File: src/hw/fpc_pkg.sv
package fpc_pkg;
    localparam int unsigned CLK_MHZ        = 50;
    localparam int unsigned ADDR_W         = 17;
    localparam int unsigned DATA_W         = 8;
    // host register map (byte addresses)
    localparam logic [7:0] REG_CMD         = 8'h00;
    localparam logic [7:0] REG_ADDR        = 8'h04;
    localparam logic [7:0] REG_WDATA       = 8'h08;
    localparam logic [7:0] REG_RDATA       = 8'h0C;
    localparam logic [7:0] REG_STATUS      = 8'h10;
    localparam logic [7:0] REG_BLOCKS      = 8'h14;
    localparam logic [7:0] REG_IDCODES     = 8'h18;
    // command codes written to REG_CMD
    localparam logic [2:0] OP_READ         = 3'h1;
    localparam logic [2:0] OP_PROGRAM      = 3'h2;
    localparam logic [2:0] OP_CHIP_ERASE   = 3'h3;
    localparam logic [2:0] OP_BLOCK_ERASE  = 3'h4;
    localparam logic [2:0] OP_READ_ID      = 3'h5;
    localparam logic [2:0] OP_RESET        = 3'h6;
    // status word bit positions
    localparam int unsigned POLL_BIT       = 7;
    localparam int unsigned TOGGLE_BIT     = 6;
    localparam int unsigned ERROR_BIT      = 5;
    // host status register bit positions
    localparam int unsigned ST_BUSY        = 0;
    localparam int unsigned ST_DONE        = 1;
    localparam int unsigned ST_FAIL        = 2;
    localparam int unsigned ST_REFUSED     = 3;
    localparam int unsigned ST_READY       = 4;
    localparam int unsigned NUM_BLOCKS     = 8;
    localparam int unsigned BLOCK_SHIFT    = 14;
    // timing
    localparam int unsigned RESET_READY_US = 10;
    localparam int unsigned POWERUP_US     = 50;
    localparam int unsigned RESET_READY_CYC = RESET_READY_US * CLK_MHZ;
    localparam int unsigned POWERUP_CYC    = POWERUP_US * CLK_MHZ;
    localparam int unsigned BUS_PHASE_CYC  = 4;
    localparam int unsigned TIMER_W        = 16;
    // unlock / command bus cycles
    localparam logic [15:0] UNLOCK_A1      = 16'h5555;
    localparam logic [15:0] UNLOCK_A2      = 16'h2AAA;
    localparam logic [7:0]  UNLOCK_D1      = 8'hAA;
    localparam logic [7:0]  UNLOCK_D2      = 8'h55;
    localparam logic [7:0]  CODE_RESET     = 8'hF0;
    localparam logic [7:0]  CODE_PROGRAM   = 8'hA0;
    localparam logic [7:0]  CODE_ERASE     = 8'h80;
    localparam logic [7:0]  CODE_CHIP      = 8'h10;
    localparam logic [7:0]  CODE_BLOCK     = 8'h30;
    localparam logic [7:0]  CODE_ID        = 8'h90;
endpackage

File: src/hw/fpc_host.sv
`timescale 1ns/10ps
module fpc_host (
    input  wire logic                       core_clk_in,
    input  wire logic                       rst_in,
    input  wire logic [7:0]                 addr_in,
    input  wire logic [31:0]                wdata_in,
    input  wire logic                       wr_in,
    input  wire logic                       rd_in,
    output logic [31:0]                     rdata_out,
    output logic [fpc_pkg::ADDR_W-1:0]      fl_addr_out,
    input  wire logic [fpc_pkg::DATA_W-1:0] fl_dq_in,
    output logic [fpc_pkg::DATA_W-1:0]      fl_dq_out,
    output logic                            fl_dq_oe_n_out,
    output logic                            fl_ce_n_out,
    output logic                            fl_oe_n_out,
    output logic                            fl_we_n_out
);
    typedef enum logic [3:0] {
        S_WAIT    = 4'b0000,
        S_IDLE    = 4'b0001,
        S_CHECK   = 4'b0010,
        S_SEQ     = 4'b0011,
        S_POLL1   = 4'b0100,
        S_POLL2   = 4'b0101,
        S_READ    = 4'b0110,
        S_ID      = 4'b0111,
        S_RECOVER = 4'b1000
    } fpc_state_e;

    fpc_state_e                  state_reg;
    logic [2:0]                  op_reg;
    logic [fpc_pkg::ADDR_W-1:0]  addr_reg;
    logic [7:0]                  wdata_reg;
    logic [7:0]                  rdata_reg;
    logic [7:0]                  blocks_reg;
    logic [15:0]                 id_reg;
    logic [7:0]                  prev_reg;
    logic [2:0]                  step_reg;
    logic [2:0]                  blk_reg;
    logic                        idsel_reg;
    logic                        fail_reg;
    logic                        done_reg;
    logic                        refused_reg;
    logic                        err_seen_reg;
    logic                        cyc_start;
    logic                        cyc_write;
    logic [fpc_pkg::ADDR_W-1:0]  cyc_addr;
    logic [7:0]                  cyc_data;
    logic                        cyc_done;
    logic [7:0]                  cyc_rdata;
    logic                        tmr_load;
    logic [15:0]                 tmr_count;
    logic                        tmr_idle;
    logic                        busy;

    // toggle bit stopped between two reads means operation finished
    function automatic logic toggling(input logic [7:0] a, input logic [7:0] b);
        return a[fpc_pkg::TOGGLE_BIT] != b[fpc_pkg::TOGGLE_BIT];
    endfunction

    function automatic logic [fpc_pkg::ADDR_W-1:0] blk_base(input logic [2:0] b);
        return {b, 14'h0000};
    endfunction

    assign busy = (state_reg != S_IDLE);

    // bus cycle sequencing of unlock, command and data writes and of flash reads
    always_comb begin
        cyc_start = 1'b0;
        cyc_write = 1'b1;
        cyc_addr  = 17'(fpc_pkg::UNLOCK_A1);
        cyc_data  = fpc_pkg::UNLOCK_D1;
        case (state_reg)
            S_SEQ: begin
                cyc_start = 1'b1;
                case (step_reg)
                    3'h0: begin
                        cyc_addr = 17'(fpc_pkg::UNLOCK_A1);
                        cyc_data = (op_reg == fpc_pkg::OP_RESET) ? fpc_pkg::CODE_RESET : fpc_pkg::UNLOCK_D1;
                    end
                    3'h1: begin
                        cyc_addr = 17'(fpc_pkg::UNLOCK_A2);
                        cyc_data = fpc_pkg::UNLOCK_D2;
                    end
                    3'h2: begin
                        cyc_addr = 17'(fpc_pkg::UNLOCK_A1);
                        case (op_reg)
                            fpc_pkg::OP_PROGRAM: cyc_data = fpc_pkg::CODE_PROGRAM;
                            fpc_pkg::OP_READ_ID: cyc_data = fpc_pkg::CODE_ID;
                            default:             cyc_data = fpc_pkg::CODE_ERASE;
                        endcase
                    end
                    3'h3: begin
                        if (op_reg == fpc_pkg::OP_PROGRAM) begin
                            cyc_addr = addr_reg;
                            cyc_data = wdata_reg;
                        end else begin
                            cyc_addr = 17'(fpc_pkg::UNLOCK_A1);
                            cyc_data = fpc_pkg::UNLOCK_D1;
                        end
                    end
                    3'h4: begin
                        cyc_addr = 17'(fpc_pkg::UNLOCK_A2);
                        cyc_data = fpc_pkg::UNLOCK_D2;
                    end
                    default: begin
                        // block erase repeats this step per chosen block
                        if (op_reg == fpc_pkg::OP_BLOCK_ERASE) begin
                            // hold off until the skip logic lands on a chosen block
                            cyc_start = blocks_reg[blk_reg];
                            cyc_addr  = blk_base(blk_reg);
                            cyc_data = fpc_pkg::CODE_BLOCK;
                        end else begin
                            cyc_addr = 17'(fpc_pkg::UNLOCK_A1);
                            cyc_data = fpc_pkg::CODE_CHIP;
                        end
                    end
                endcase
            end
            S_CHECK, S_POLL1, S_POLL2, S_READ, S_RECOVER: begin
                cyc_start = 1'b1;
                cyc_write = 1'b0;
                cyc_addr  = addr_reg;
            end
            S_ID: begin
                cyc_start = 1'b1;
                cyc_write = 1'b0;
                cyc_addr  = {15'h0000, 1'b0, idsel_reg};
            end
            default: begin
                cyc_start = 1'b0;
            end
        endcase
    end

    fpc_bus_cycle u_cycle (
        .core_clk_in (core_clk_in),
        .rst_in      (rst_in),
        .start_in    (cyc_start),
        .write_in    (cyc_write),
        .addr_in     (cyc_addr),
        .wdata_in    (cyc_data),
        .dq_in       (fl_dq_in),
        .done_out    (cyc_done),
        .rdata_out   (cyc_rdata),
        .addr_out    (fl_addr_out),
        .dq_out      (fl_dq_out),
        .dq_oe_n_out (fl_dq_oe_n_out),
        .ce_n_out    (fl_ce_n_out),
        .oe_n_out    (fl_oe_n_out),
        .we_n_out    (fl_we_n_out)
    );

    assign tmr_load  = (state_reg == S_SEQ) && cyc_done && (op_reg == fpc_pkg::OP_RESET) && err_seen_reg;
    assign tmr_count = 16'(fpc_pkg::RESET_READY_CYC);

    fpc_timer u_timer (
        .core_clk_in (core_clk_in),
        .rst_in      (rst_in),
        .load_in     (tmr_load),
        .count_in    (tmr_count),
        .idle_out    (tmr_idle)
    );

    // last sequence step index for the current command
    function automatic logic [2:0] last_step(input logic [2:0] op);
        case (op)
            fpc_pkg::OP_RESET:   return 3'h0;
            fpc_pkg::OP_READ_ID: return 3'h2;
            fpc_pkg::OP_PROGRAM: return 3'h3;
            default:             return 3'h5;
        endcase
    endfunction

    always_ff @(posedge core_clk_in or posedge rst_in) begin
        if (rst_in) begin
            state_reg    <= S_WAIT;
            op_reg       <= 3'h0;
            step_reg     <= 3'h0;
            blk_reg      <= 3'h0;
            idsel_reg    <= 1'b0;
            prev_reg     <= 8'h00;
            rdata_reg    <= 8'h00;
            id_reg       <= 16'h0000;
            fail_reg     <= 1'b0;
            done_reg     <= 1'b0;
            refused_reg  <= 1'b0;
            err_seen_reg <= 1'b0;
        end else begin
            case (state_reg)
                S_WAIT: begin
                    // after power-up or error reset, keep off the bus
                    if (tmr_idle)
                        state_reg <= S_IDLE;
                end
                S_IDLE: begin
                    if (wr_in && addr_in == fpc_pkg::REG_CMD) begin
                        op_reg      <= wdata_in[2:0];
                        done_reg    <= 1'b0;
                        refused_reg <= 1'b0;
                        step_reg    <= 3'h0;
                        blk_reg     <= 3'h0;
                        idsel_reg   <= 1'b0;
                        case (wdata_in[2:0])
                            fpc_pkg::OP_READ:       state_reg <= S_READ;
                            fpc_pkg::OP_PROGRAM:    state_reg <= S_CHECK;
                            fpc_pkg::OP_CHIP_ERASE, fpc_pkg::OP_READ_ID,
                            fpc_pkg::OP_RESET: begin
                                fail_reg  <= 1'b0;
                                state_reg <= S_SEQ;
                            end
                            fpc_pkg::OP_BLOCK_ERASE: begin
                                fail_reg <= 1'b0;
                                if (blocks_reg == 8'h00) begin
                                    refused_reg <= 1'b1;
                                    done_reg    <= 1'b1;
                                end else
                                    state_reg <= S_SEQ;
                            end
                            default: refused_reg <= 1'b1;
                        endcase
                    end
                end
                S_CHECK: begin
                    // read the old byte first
                    if (cyc_done) begin
                        if ((~cyc_rdata & wdata_reg) != 8'h00) begin
                            refused_reg <= 1'b1;
                            done_reg    <= 1'b1;
                            state_reg   <= S_IDLE;
                        end else begin
                            fail_reg  <= 1'b0;
                            state_reg <= S_SEQ;
                        end
                    end
                end
                S_SEQ: begin
                    if (cyc_done) begin
                        if (step_reg == last_step(op_reg)) begin
                            if (op_reg == fpc_pkg::OP_BLOCK_ERASE && blk_reg != 3'h7 &&
                                (blocks_reg >> (blk_reg + 3'h1)) != 8'h00) begin
                                blk_reg <= blk_reg + 3'h1;
                            end else begin
                                case (op_reg)
                                    fpc_pkg::OP_READ_ID: state_reg <= S_ID;
                                    fpc_pkg::OP_RESET: begin
                                        err_seen_reg <= 1'b0;
                                        done_reg     <= 1'b1;
                                        state_reg    <= S_WAIT;
                                    end
                                    default: state_reg <= S_POLL1;
                                endcase
                            end
                        end else
                            step_reg <= step_reg + 3'h1;
                    end else if (step_reg == 3'h5 && op_reg == fpc_pkg::OP_BLOCK_ERASE &&
                                 !blocks_reg[blk_reg]) begin
                        blk_reg <= blk_reg + 3'h1;
                    end
                end
                S_POLL1: begin
                    if (cyc_done) begin
                        prev_reg  <= cyc_rdata;
                        state_reg <= S_POLL2;
                    end
                end
                S_POLL2: begin
                    // back-to-back reads with nothing between them
                    if (cyc_done) begin
                        prev_reg <= cyc_rdata;
                        if (!toggling(prev_reg, cyc_rdata)) begin
                            done_reg  <= 1'b1;
                            state_reg <= S_IDLE;
                        end else if (prev_reg[fpc_pkg::ERROR_BIT]) begin
                            // recheck: may have finished just as error rose
                            state_reg <= S_RECOVER;
                        end
                    end
                end
                S_RECOVER: begin
                    if (cyc_done) begin
                        done_reg  <= 1'b1;
                        state_reg <= S_IDLE;
                        if (toggling(prev_reg, cyc_rdata)) begin
                            fail_reg     <= 1'b1;
                            err_seen_reg <= 1'b1;
                        end
                    end
                end
                S_READ: begin
                    if (cyc_done) begin
                        rdata_reg <= cyc_rdata;
                        done_reg  <= 1'b1;
                        state_reg <= S_IDLE;
                    end
                end
                S_ID: begin
                    if (cyc_done) begin
                        if (!idsel_reg) begin
                            id_reg[7:0] <= cyc_rdata;
                            idsel_reg   <= 1'b1;
                        end else begin
                            id_reg[15:8] <= cyc_rdata;
                            done_reg     <= 1'b1;
                            state_reg    <= S_IDLE;
                        end
                    end
                end
                default: state_reg <= S_IDLE;
            endcase
        end
    end

    // program operands and block selection
    always_ff @(posedge core_clk_in or posedge rst_in) begin
        if (rst_in) begin
            addr_reg   <= 17'h00000;
            wdata_reg  <= 8'h00;
            blocks_reg <= 8'h00;
        end else if (wr_in && !busy) begin
            case (addr_in)
                fpc_pkg::REG_ADDR:   addr_reg   <= wdata_in[16:0];
                fpc_pkg::REG_WDATA:  wdata_reg  <= wdata_in[7:0];
                fpc_pkg::REG_BLOCKS: blocks_reg <= wdata_in[7:0];
                default: ;
            endcase
        end
    end

    always_ff @(posedge core_clk_in or posedge rst_in) begin
        if (rst_in)
            rdata_out <= 32'h00000000;
        else if (rd_in) begin
            case (addr_in)
                fpc_pkg::REG_ADDR:    rdata_out <= {15'h0000, addr_reg};
                fpc_pkg::REG_WDATA:   rdata_out <= {24'h000000, wdata_reg};
                fpc_pkg::REG_RDATA:   rdata_out <= {24'h000000, rdata_reg};
                fpc_pkg::REG_STATUS:  rdata_out <= {27'h0000000, state_reg != S_WAIT, refused_reg,
                                                    fail_reg, done_reg, busy};
                fpc_pkg::REG_BLOCKS:  rdata_out <= {24'h000000, blocks_reg};
                fpc_pkg::REG_IDCODES: rdata_out <= {16'h0000, id_reg};
                default:              rdata_out <= 32'h00000000;
            endcase
        end else
            rdata_out <= 32'h00000000;
    end
endmodule // fpc_host

File: src/hw/fpc_bus_cycle.sv
`timescale 1ns/10ps
// one parallel bus read or write cycle on the flash pins
module fpc_bus_cycle (
    input  wire logic                       core_clk_in,
    input  wire logic                       rst_in,
    input  wire logic                       start_in,
    input  wire logic                       write_in,
    input  wire logic [fpc_pkg::ADDR_W-1:0] addr_in,
    input  wire logic [fpc_pkg::DATA_W-1:0] wdata_in,
    input  wire logic [fpc_pkg::DATA_W-1:0] dq_in,
    output logic                            done_out,
    output logic [fpc_pkg::DATA_W-1:0]      rdata_out,
    output logic [fpc_pkg::ADDR_W-1:0]      addr_out,
    output logic [fpc_pkg::DATA_W-1:0]      dq_out,
    output logic                            dq_oe_n_out,
    output logic                            ce_n_out,
    output logic                            oe_n_out,
    output logic                            we_n_out
);
    logic [2:0] cnt_reg;
    logic       act_reg;
    logic       wr_reg;

    always_ff @(posedge core_clk_in or posedge rst_in) begin
        if (rst_in) begin
            act_reg     <= 1'b0;
            wr_reg      <= 1'b0;
            cnt_reg     <= 3'h0;
            done_out    <= 1'b0;
            rdata_out   <= 8'h00;
            addr_out    <= 17'h00000;
            dq_out      <= 8'h00;
            dq_oe_n_out <= 1'b1;
            ce_n_out    <= 1'b1;
            oe_n_out    <= 1'b1;
            we_n_out    <= 1'b1;
        end else begin
            done_out <= 1'b0;
            // skip the done cycle so the caller can move on before the next start
            if (!act_reg && start_in && !done_out) begin
                act_reg     <= 1'b1;
                wr_reg      <= write_in;
                cnt_reg     <= 3'h0;
                addr_out    <= addr_in;
                dq_out      <= wdata_in;
                dq_oe_n_out <= !write_in;
                ce_n_out    <= 1'b0;
                oe_n_out    <= write_in;
                we_n_out    <= !write_in;
            end else if (act_reg) begin
                cnt_reg <= cnt_reg + 3'h1;
                if (cnt_reg == 3'(fpc_pkg::BUS_PHASE_CYC - 1)) begin
                    // sample before strobes rise, data is held by device
                    if (!wr_reg)
                        rdata_out <= dq_in;
                    act_reg     <= 1'b0;
                    ce_n_out    <= 1'b1;
                    oe_n_out    <= 1'b1;
                    we_n_out    <= 1'b1;
                    dq_oe_n_out <= 1'b1;
                    done_out    <= 1'b1;
                end
            end
        end
    end
endmodule // fpc_bus_cycle

File: src/hw/fpc_timer.sv
`timescale 1ns/10ps
// wait timer, load a count and report expiry as a level
module fpc_timer (
    input  wire logic                        core_clk_in,
    input  wire logic                        rst_in,
    input  wire logic                        load_in,
    input  wire logic [fpc_pkg::TIMER_W-1:0] count_in,
    output logic                             idle_out
);
    logic [fpc_pkg::TIMER_W-1:0] cnt_reg;

    always_ff @(posedge core_clk_in or posedge rst_in) begin
        if (rst_in) begin
            // power-up wait starts straight out of reset
            cnt_reg  <= 16'(fpc_pkg::POWERUP_CYC);
            idle_out <= 1'b0;
        end else if (load_in) begin
            cnt_reg  <= count_in;
            idle_out <= 1'b0;
        end else if (cnt_reg != 16'h0000) begin
            cnt_reg  <= cnt_reg - 16'h0001;
            idle_out <= 1'b0;
        end else begin
            idle_out <= 1'b1;
        end
    end
endmodule // fpc_timer

File: config.mk
export PLATFORM = sky130hd
export DESIGN_NAME = fpc_host
export DESIGN_NICKNAME = d
export VERILOG_FILES = /design/src/hw/fpc_pkg.sv /design/src/hw/fpc_host.sv /design/src/hw/fpc_bus_cycle.sv /design/src/hw/fpc_timer.sv
export SDC_FILE = /design/constraint.sdc
export NUM_CORES = 1
export LEC_CHECK = 0
export BUFFER_PORTS_ARGS = -buffer_cell sky130_fd_sc_hd__buf_2
export CAP_MARGIN = 20
export CORE_MARGIN = 5
export CORE_UTILIZATION = 50
export CTS_BUF_LIST = sky130_fd_sc_hd__clkbuf_4
export CTS_CLUSTER_DIAMETER = 40
export DETAILED_ROUTE_END_ITERATION = 8
export GPL_TIMING_DRIVEN = 0
export PLACE_DENSITY = 0.7
export SLEW_MARGIN = 20
export SYNTH_ARGS = -nofsm -noshare
export SYNTH_HDL_FRONTEND = slang
export SYNTH_SLANG_ARGS = --single-unit
File: constraint.sdc
create_clock -name core_clk_in -period 6.65 [get_ports core_clk_in]
set_input_delay 0.9975 -clock core_clk_in [delete_from_list [all_inputs] [get_ports core_clk_in]]
set_output_delay 0.9975 -clock core_clk_in [all_outputs]
set_load 0.01 [all_outputs]
==> flow_summary_export.csv <==
group,metric,value,unit
run_status,status,"completed",
clocking,hold_buffers,0,
setup_path,crit_type,"reg2reg",
clocking,ctsHtreeMaxLevel,4,
finish,num-fill-cells,1378,
setup_path,start_kind,"register",
setup_path,cp-end-kind,"register",
drt,routedWlPerCell,19.38,um
floorplanning,rows,45,
finish,syn2layout_area_growth,13.65,%
clocking,cts_tree,"built",
timing,tightest_slew,1.081,ns
yosys,synth_most_common_cell,"dfrtp_1",
setup_path,crit_chain,"ha_1, ha_1, a21boi_0, o21a_1, a2111oi_4, o221ai_1, a2111oi_2, mux2_2",
clocking,cts_setup_buffers,0,
timing,finalSetupViolations,0,
pwr,p_leak,4.082,nW
yosys,yosysSeqAreaShare,48.75,%
timing,period_needed,2.959,ns
yosys,synth_area_leader_cell,"dfrtp_1",
drt,vias_per_cell,5.845,
yosys,ys.flop_type,"dfrtp_1",
setup_path,path_max_fanout,5,
clocking,cts.repair.resized,0,
yosys,syn-instance-count,782,
yosys,synth_top_cell_area_share,46.08,%
yosys,synth_seq_cells,153,
place,place_ws,3.397,ns
yosys,synthArstFlopShare,100.0,%
grt,met2_usage,37.33,%
grt,grt_pass1_wl,35290,um
floorplanning,start_util,51.41,%
pwr,p_seq_share,43.2,%
pwr,clkPwrFrac,22.4,%
setup_path,path_delay_family,"compound AO/OA/AOI/OAI gates",
timing,setup_tns,0,ns
setup_path,crit_arrival,3.43,ns
yosys,ys_warn_count,0,
finish,nNetsFinal,957,
grt,antenna_found_initial,0,
clocking,insertion_delay,0.57,ns
pwr,swShare,40.20,%
pwr,intPower,1.719,mW
finish,postLayoutCellArea,8949,um^2
finish,diodes,0,
hold_path,hold_class,"in2async",
place,place_area,8621,um^2
drt,routed_wl,21680,um
setup_path,critPathSlowestCell,"dfrtp_1",
grt,busiest_layer,"met2",
yosys,synth_area_leaders,"dfrtp_1 (46%), mux2_2 (8.4%), o21ai_0 (3.7%), nand2_1 (3.7%), nor2_1 (2.8%)",
place,portBuffers,79,
clocking,clk_path_buf_depth,2,
grt,grt_max_degree,105,
yosys,syn_area,7874,um^2
setup_path,slowest_delay,0.50,ns
pwr,p_comb_share,34.4,%
yosys,avgSynthCellArea,10.07,um^2
timing,rsz0062_at_grt,"false",
setup_path,cpMostUsedCell,"ha_1",
grt,grt_use_met1,36.51,%
place,place_congestion,0.9413,
clocking,clock-sinks,153,
grt,grt_overflow_total,0,
drt,antenna_left,0,
pwr,power_switching,1.156,mW
yosys,yosysUniqueCellTypes,70,
floorplanning,dieArea,18360,um^2
drt,vias,6540,
place,hpwl,16520,um
finish,register_area,3839,um^2
drt,drt_iter0_drc,608,
finish,multiInputGateArea,3656,um^2
finish,drive_gt1_share,25.44,%
grt,grt_pass1_vias,6341,
clocking,cts-root-buf,"clkbuf_4",
pwr,p_per_area,321.3,nW/um^2
timing,slew_headroom,27.17,%
timing,finalHoldViolations,0,
flow_run,drv_cap,0,
floorplanning,io_pins,113,
timing,hold_ws,0.4032,ns
drt,route.detailed.drc,0,
grt,grt_use_total,24.67,%
pwr,vdd_drop_max,221.8,uV
clocking,cts_buffers,17,
setup_path,required,7.12,ns
clocking,clkTransAtPathRegs,0.15,ns
yosys,synth_common_cells,"dfrtp_1 (145), nand2_1 (77), mux2_2 (59), nor2_1 (59), o21ai_0 (58)",
drt,firstDrtPassIters,6,
timing,max_freq,337.9,MHz
timing,fin_crit_sh,44.50,%
yosys,synth-edff-count,0,
timing,fin_ws,3.691,ns
setup_path,cp_num_buf_inv,0,
finish,postLayoutCoreUtil,58.43,%
grt,grt.met3_usage,5.461,%
timing,slew_viol_final,0,
timing,finalClockSkew,0.02174,ns
floorplanning,die_h,135.5,um
floorplanning,core,15310,um^2
floorplanning,die_w,135.5,um
## cell usage in the layout (no fill, tap or decap), types with 4 or more instances in the layout
cell      Yosys  final
a21boi_0     12     12
a21oi_1      32     32
a222oi_1      4      4
a22oi_1      21     21
a31oi_1      14     14
a32oi_1       4      4
and3_1        5      5
buf_2        12     91
buf_4        16     16
clkbuf_1     28     28
clkbuf_4      0     17
conb_1        1     15
dfrtp_1     145    145
dfstp_2       8      8
ha_1         10     10
inv_1        35     34
inv_6         0      5
inv_8         0      6
mux2_2       59     59
mux2i_1       7      7
nand2_1      77     77
nand2b_1      8      8
nand3_1      18     18
nand4_1       7      7
nor2_1       59     59
nor2b_1      10     10
nor3_1        6      6
nor4_1        5      5
o211ai_1      9      9
o21a_1       11     11
o21ai_0      58     58
o22ai_1      18     18
or3_1         6      6
xnor2_1       6      6
xor2_1        9      9
## power by group through the flow
| stage | Combinational, mW | Sequential (mW) | Clock [mW] |
|---|---|---|---|
| after floorplan | 0.686 | 1.22 | 0 |
| after global placement | 0.963 | 1.25 | 0 |
| after detailed placement | 0.974 | 1.26 | 0 |
| after CTS | 0.979 | 1.24 | 0.654 |
| after global routing | 1.10 | 1.26 | 0.697 |
| final | 0.988 | 1.24 | 0.645 |
## through the flow
| step | total power, mW | cells |
|---|---|---|
| final | 2.875 | 1119 |
| after global routing | 3.050 | 1119 |
| after CTS | 2.872 | 1119 |
| after detailed placement | 2.232 | 1087 |
| after global placement | 2.217 | 1086 |
| after floorplan | 1.903 | 796 |
## area by class of cell
| type | count | area share (%) |
|---|---|---|
| Clock buffer | 17 | 1.426 |
| Clock inverter | 15 | 2.237 |
| Sequential cell | 153 | 42.90 |
| Buffer | 58 | 3.356 |
| Tap cell | 211 | 2.950 |
| Inverter | 35 | 1.552 |
| Timing Repair Buffer | 80 | 4.726 |
| Multi-Input combinational cell | 550 | 40.86 |
## cells by family (layout without fill, tap and decap cells)
family | count (synthesis) | after routing | synth area share [%]
AOI/OAI and AO/OA | 217 | 217 | 18.34
xor gates and xnor gates | 15 | 15 | 1.669
adders and majority gates | 10 | 10 | 1.589
buffers and inverters | 93 | 205 | 5.482
DFF | 153 | 153 | 48.75
muxes | 68 | 68 | 9.900
other | 1 | 15 | 0.04763
and+or+nand+nor | 225 | 225 | 14.22
## layer usage
layer	share of wire, %	up-vias	wire, um
met5	0	-	0
met4	1.6	0	339
met3	8.7	29	1883
met2	44	299	9630
met1	45	3178	9829
li1	-	3034	-
## worst paths after layout
kind                                             startpoint                          endpoint  slack, ns  cells past startpoint
max                                  blk_reg[1]$_DFFE_PP0P_              done_reg$_DFFE_PP0P_       3.69                      8
min                                                  rst_in            rdata_out[3]$_DFF_PP0_       0.40                      2
max reg2reg                          blk_reg[1]$_DFFE_PP0P_              done_reg$_DFFE_PP0P_       3.69                      8
min reg2reg                u_cycle.addr_out[10]$_DFFE_PP0N_  u_cycle.addr_out[10]$_DFFE_PP0N_       0.50                      1
max in group asynchronous                            rst_in   u_cycle.dq_oe_n_out$_DFFE_PP1P_       5.40                      3
min in group core_clk_in   u_cycle.addr_out[10]$_DFFE_PP0N_  u_cycle.addr_out[10]$_DFFE_PP0N_       0.50                      1
Note: power is estimated with default switching activity, not from simulation.
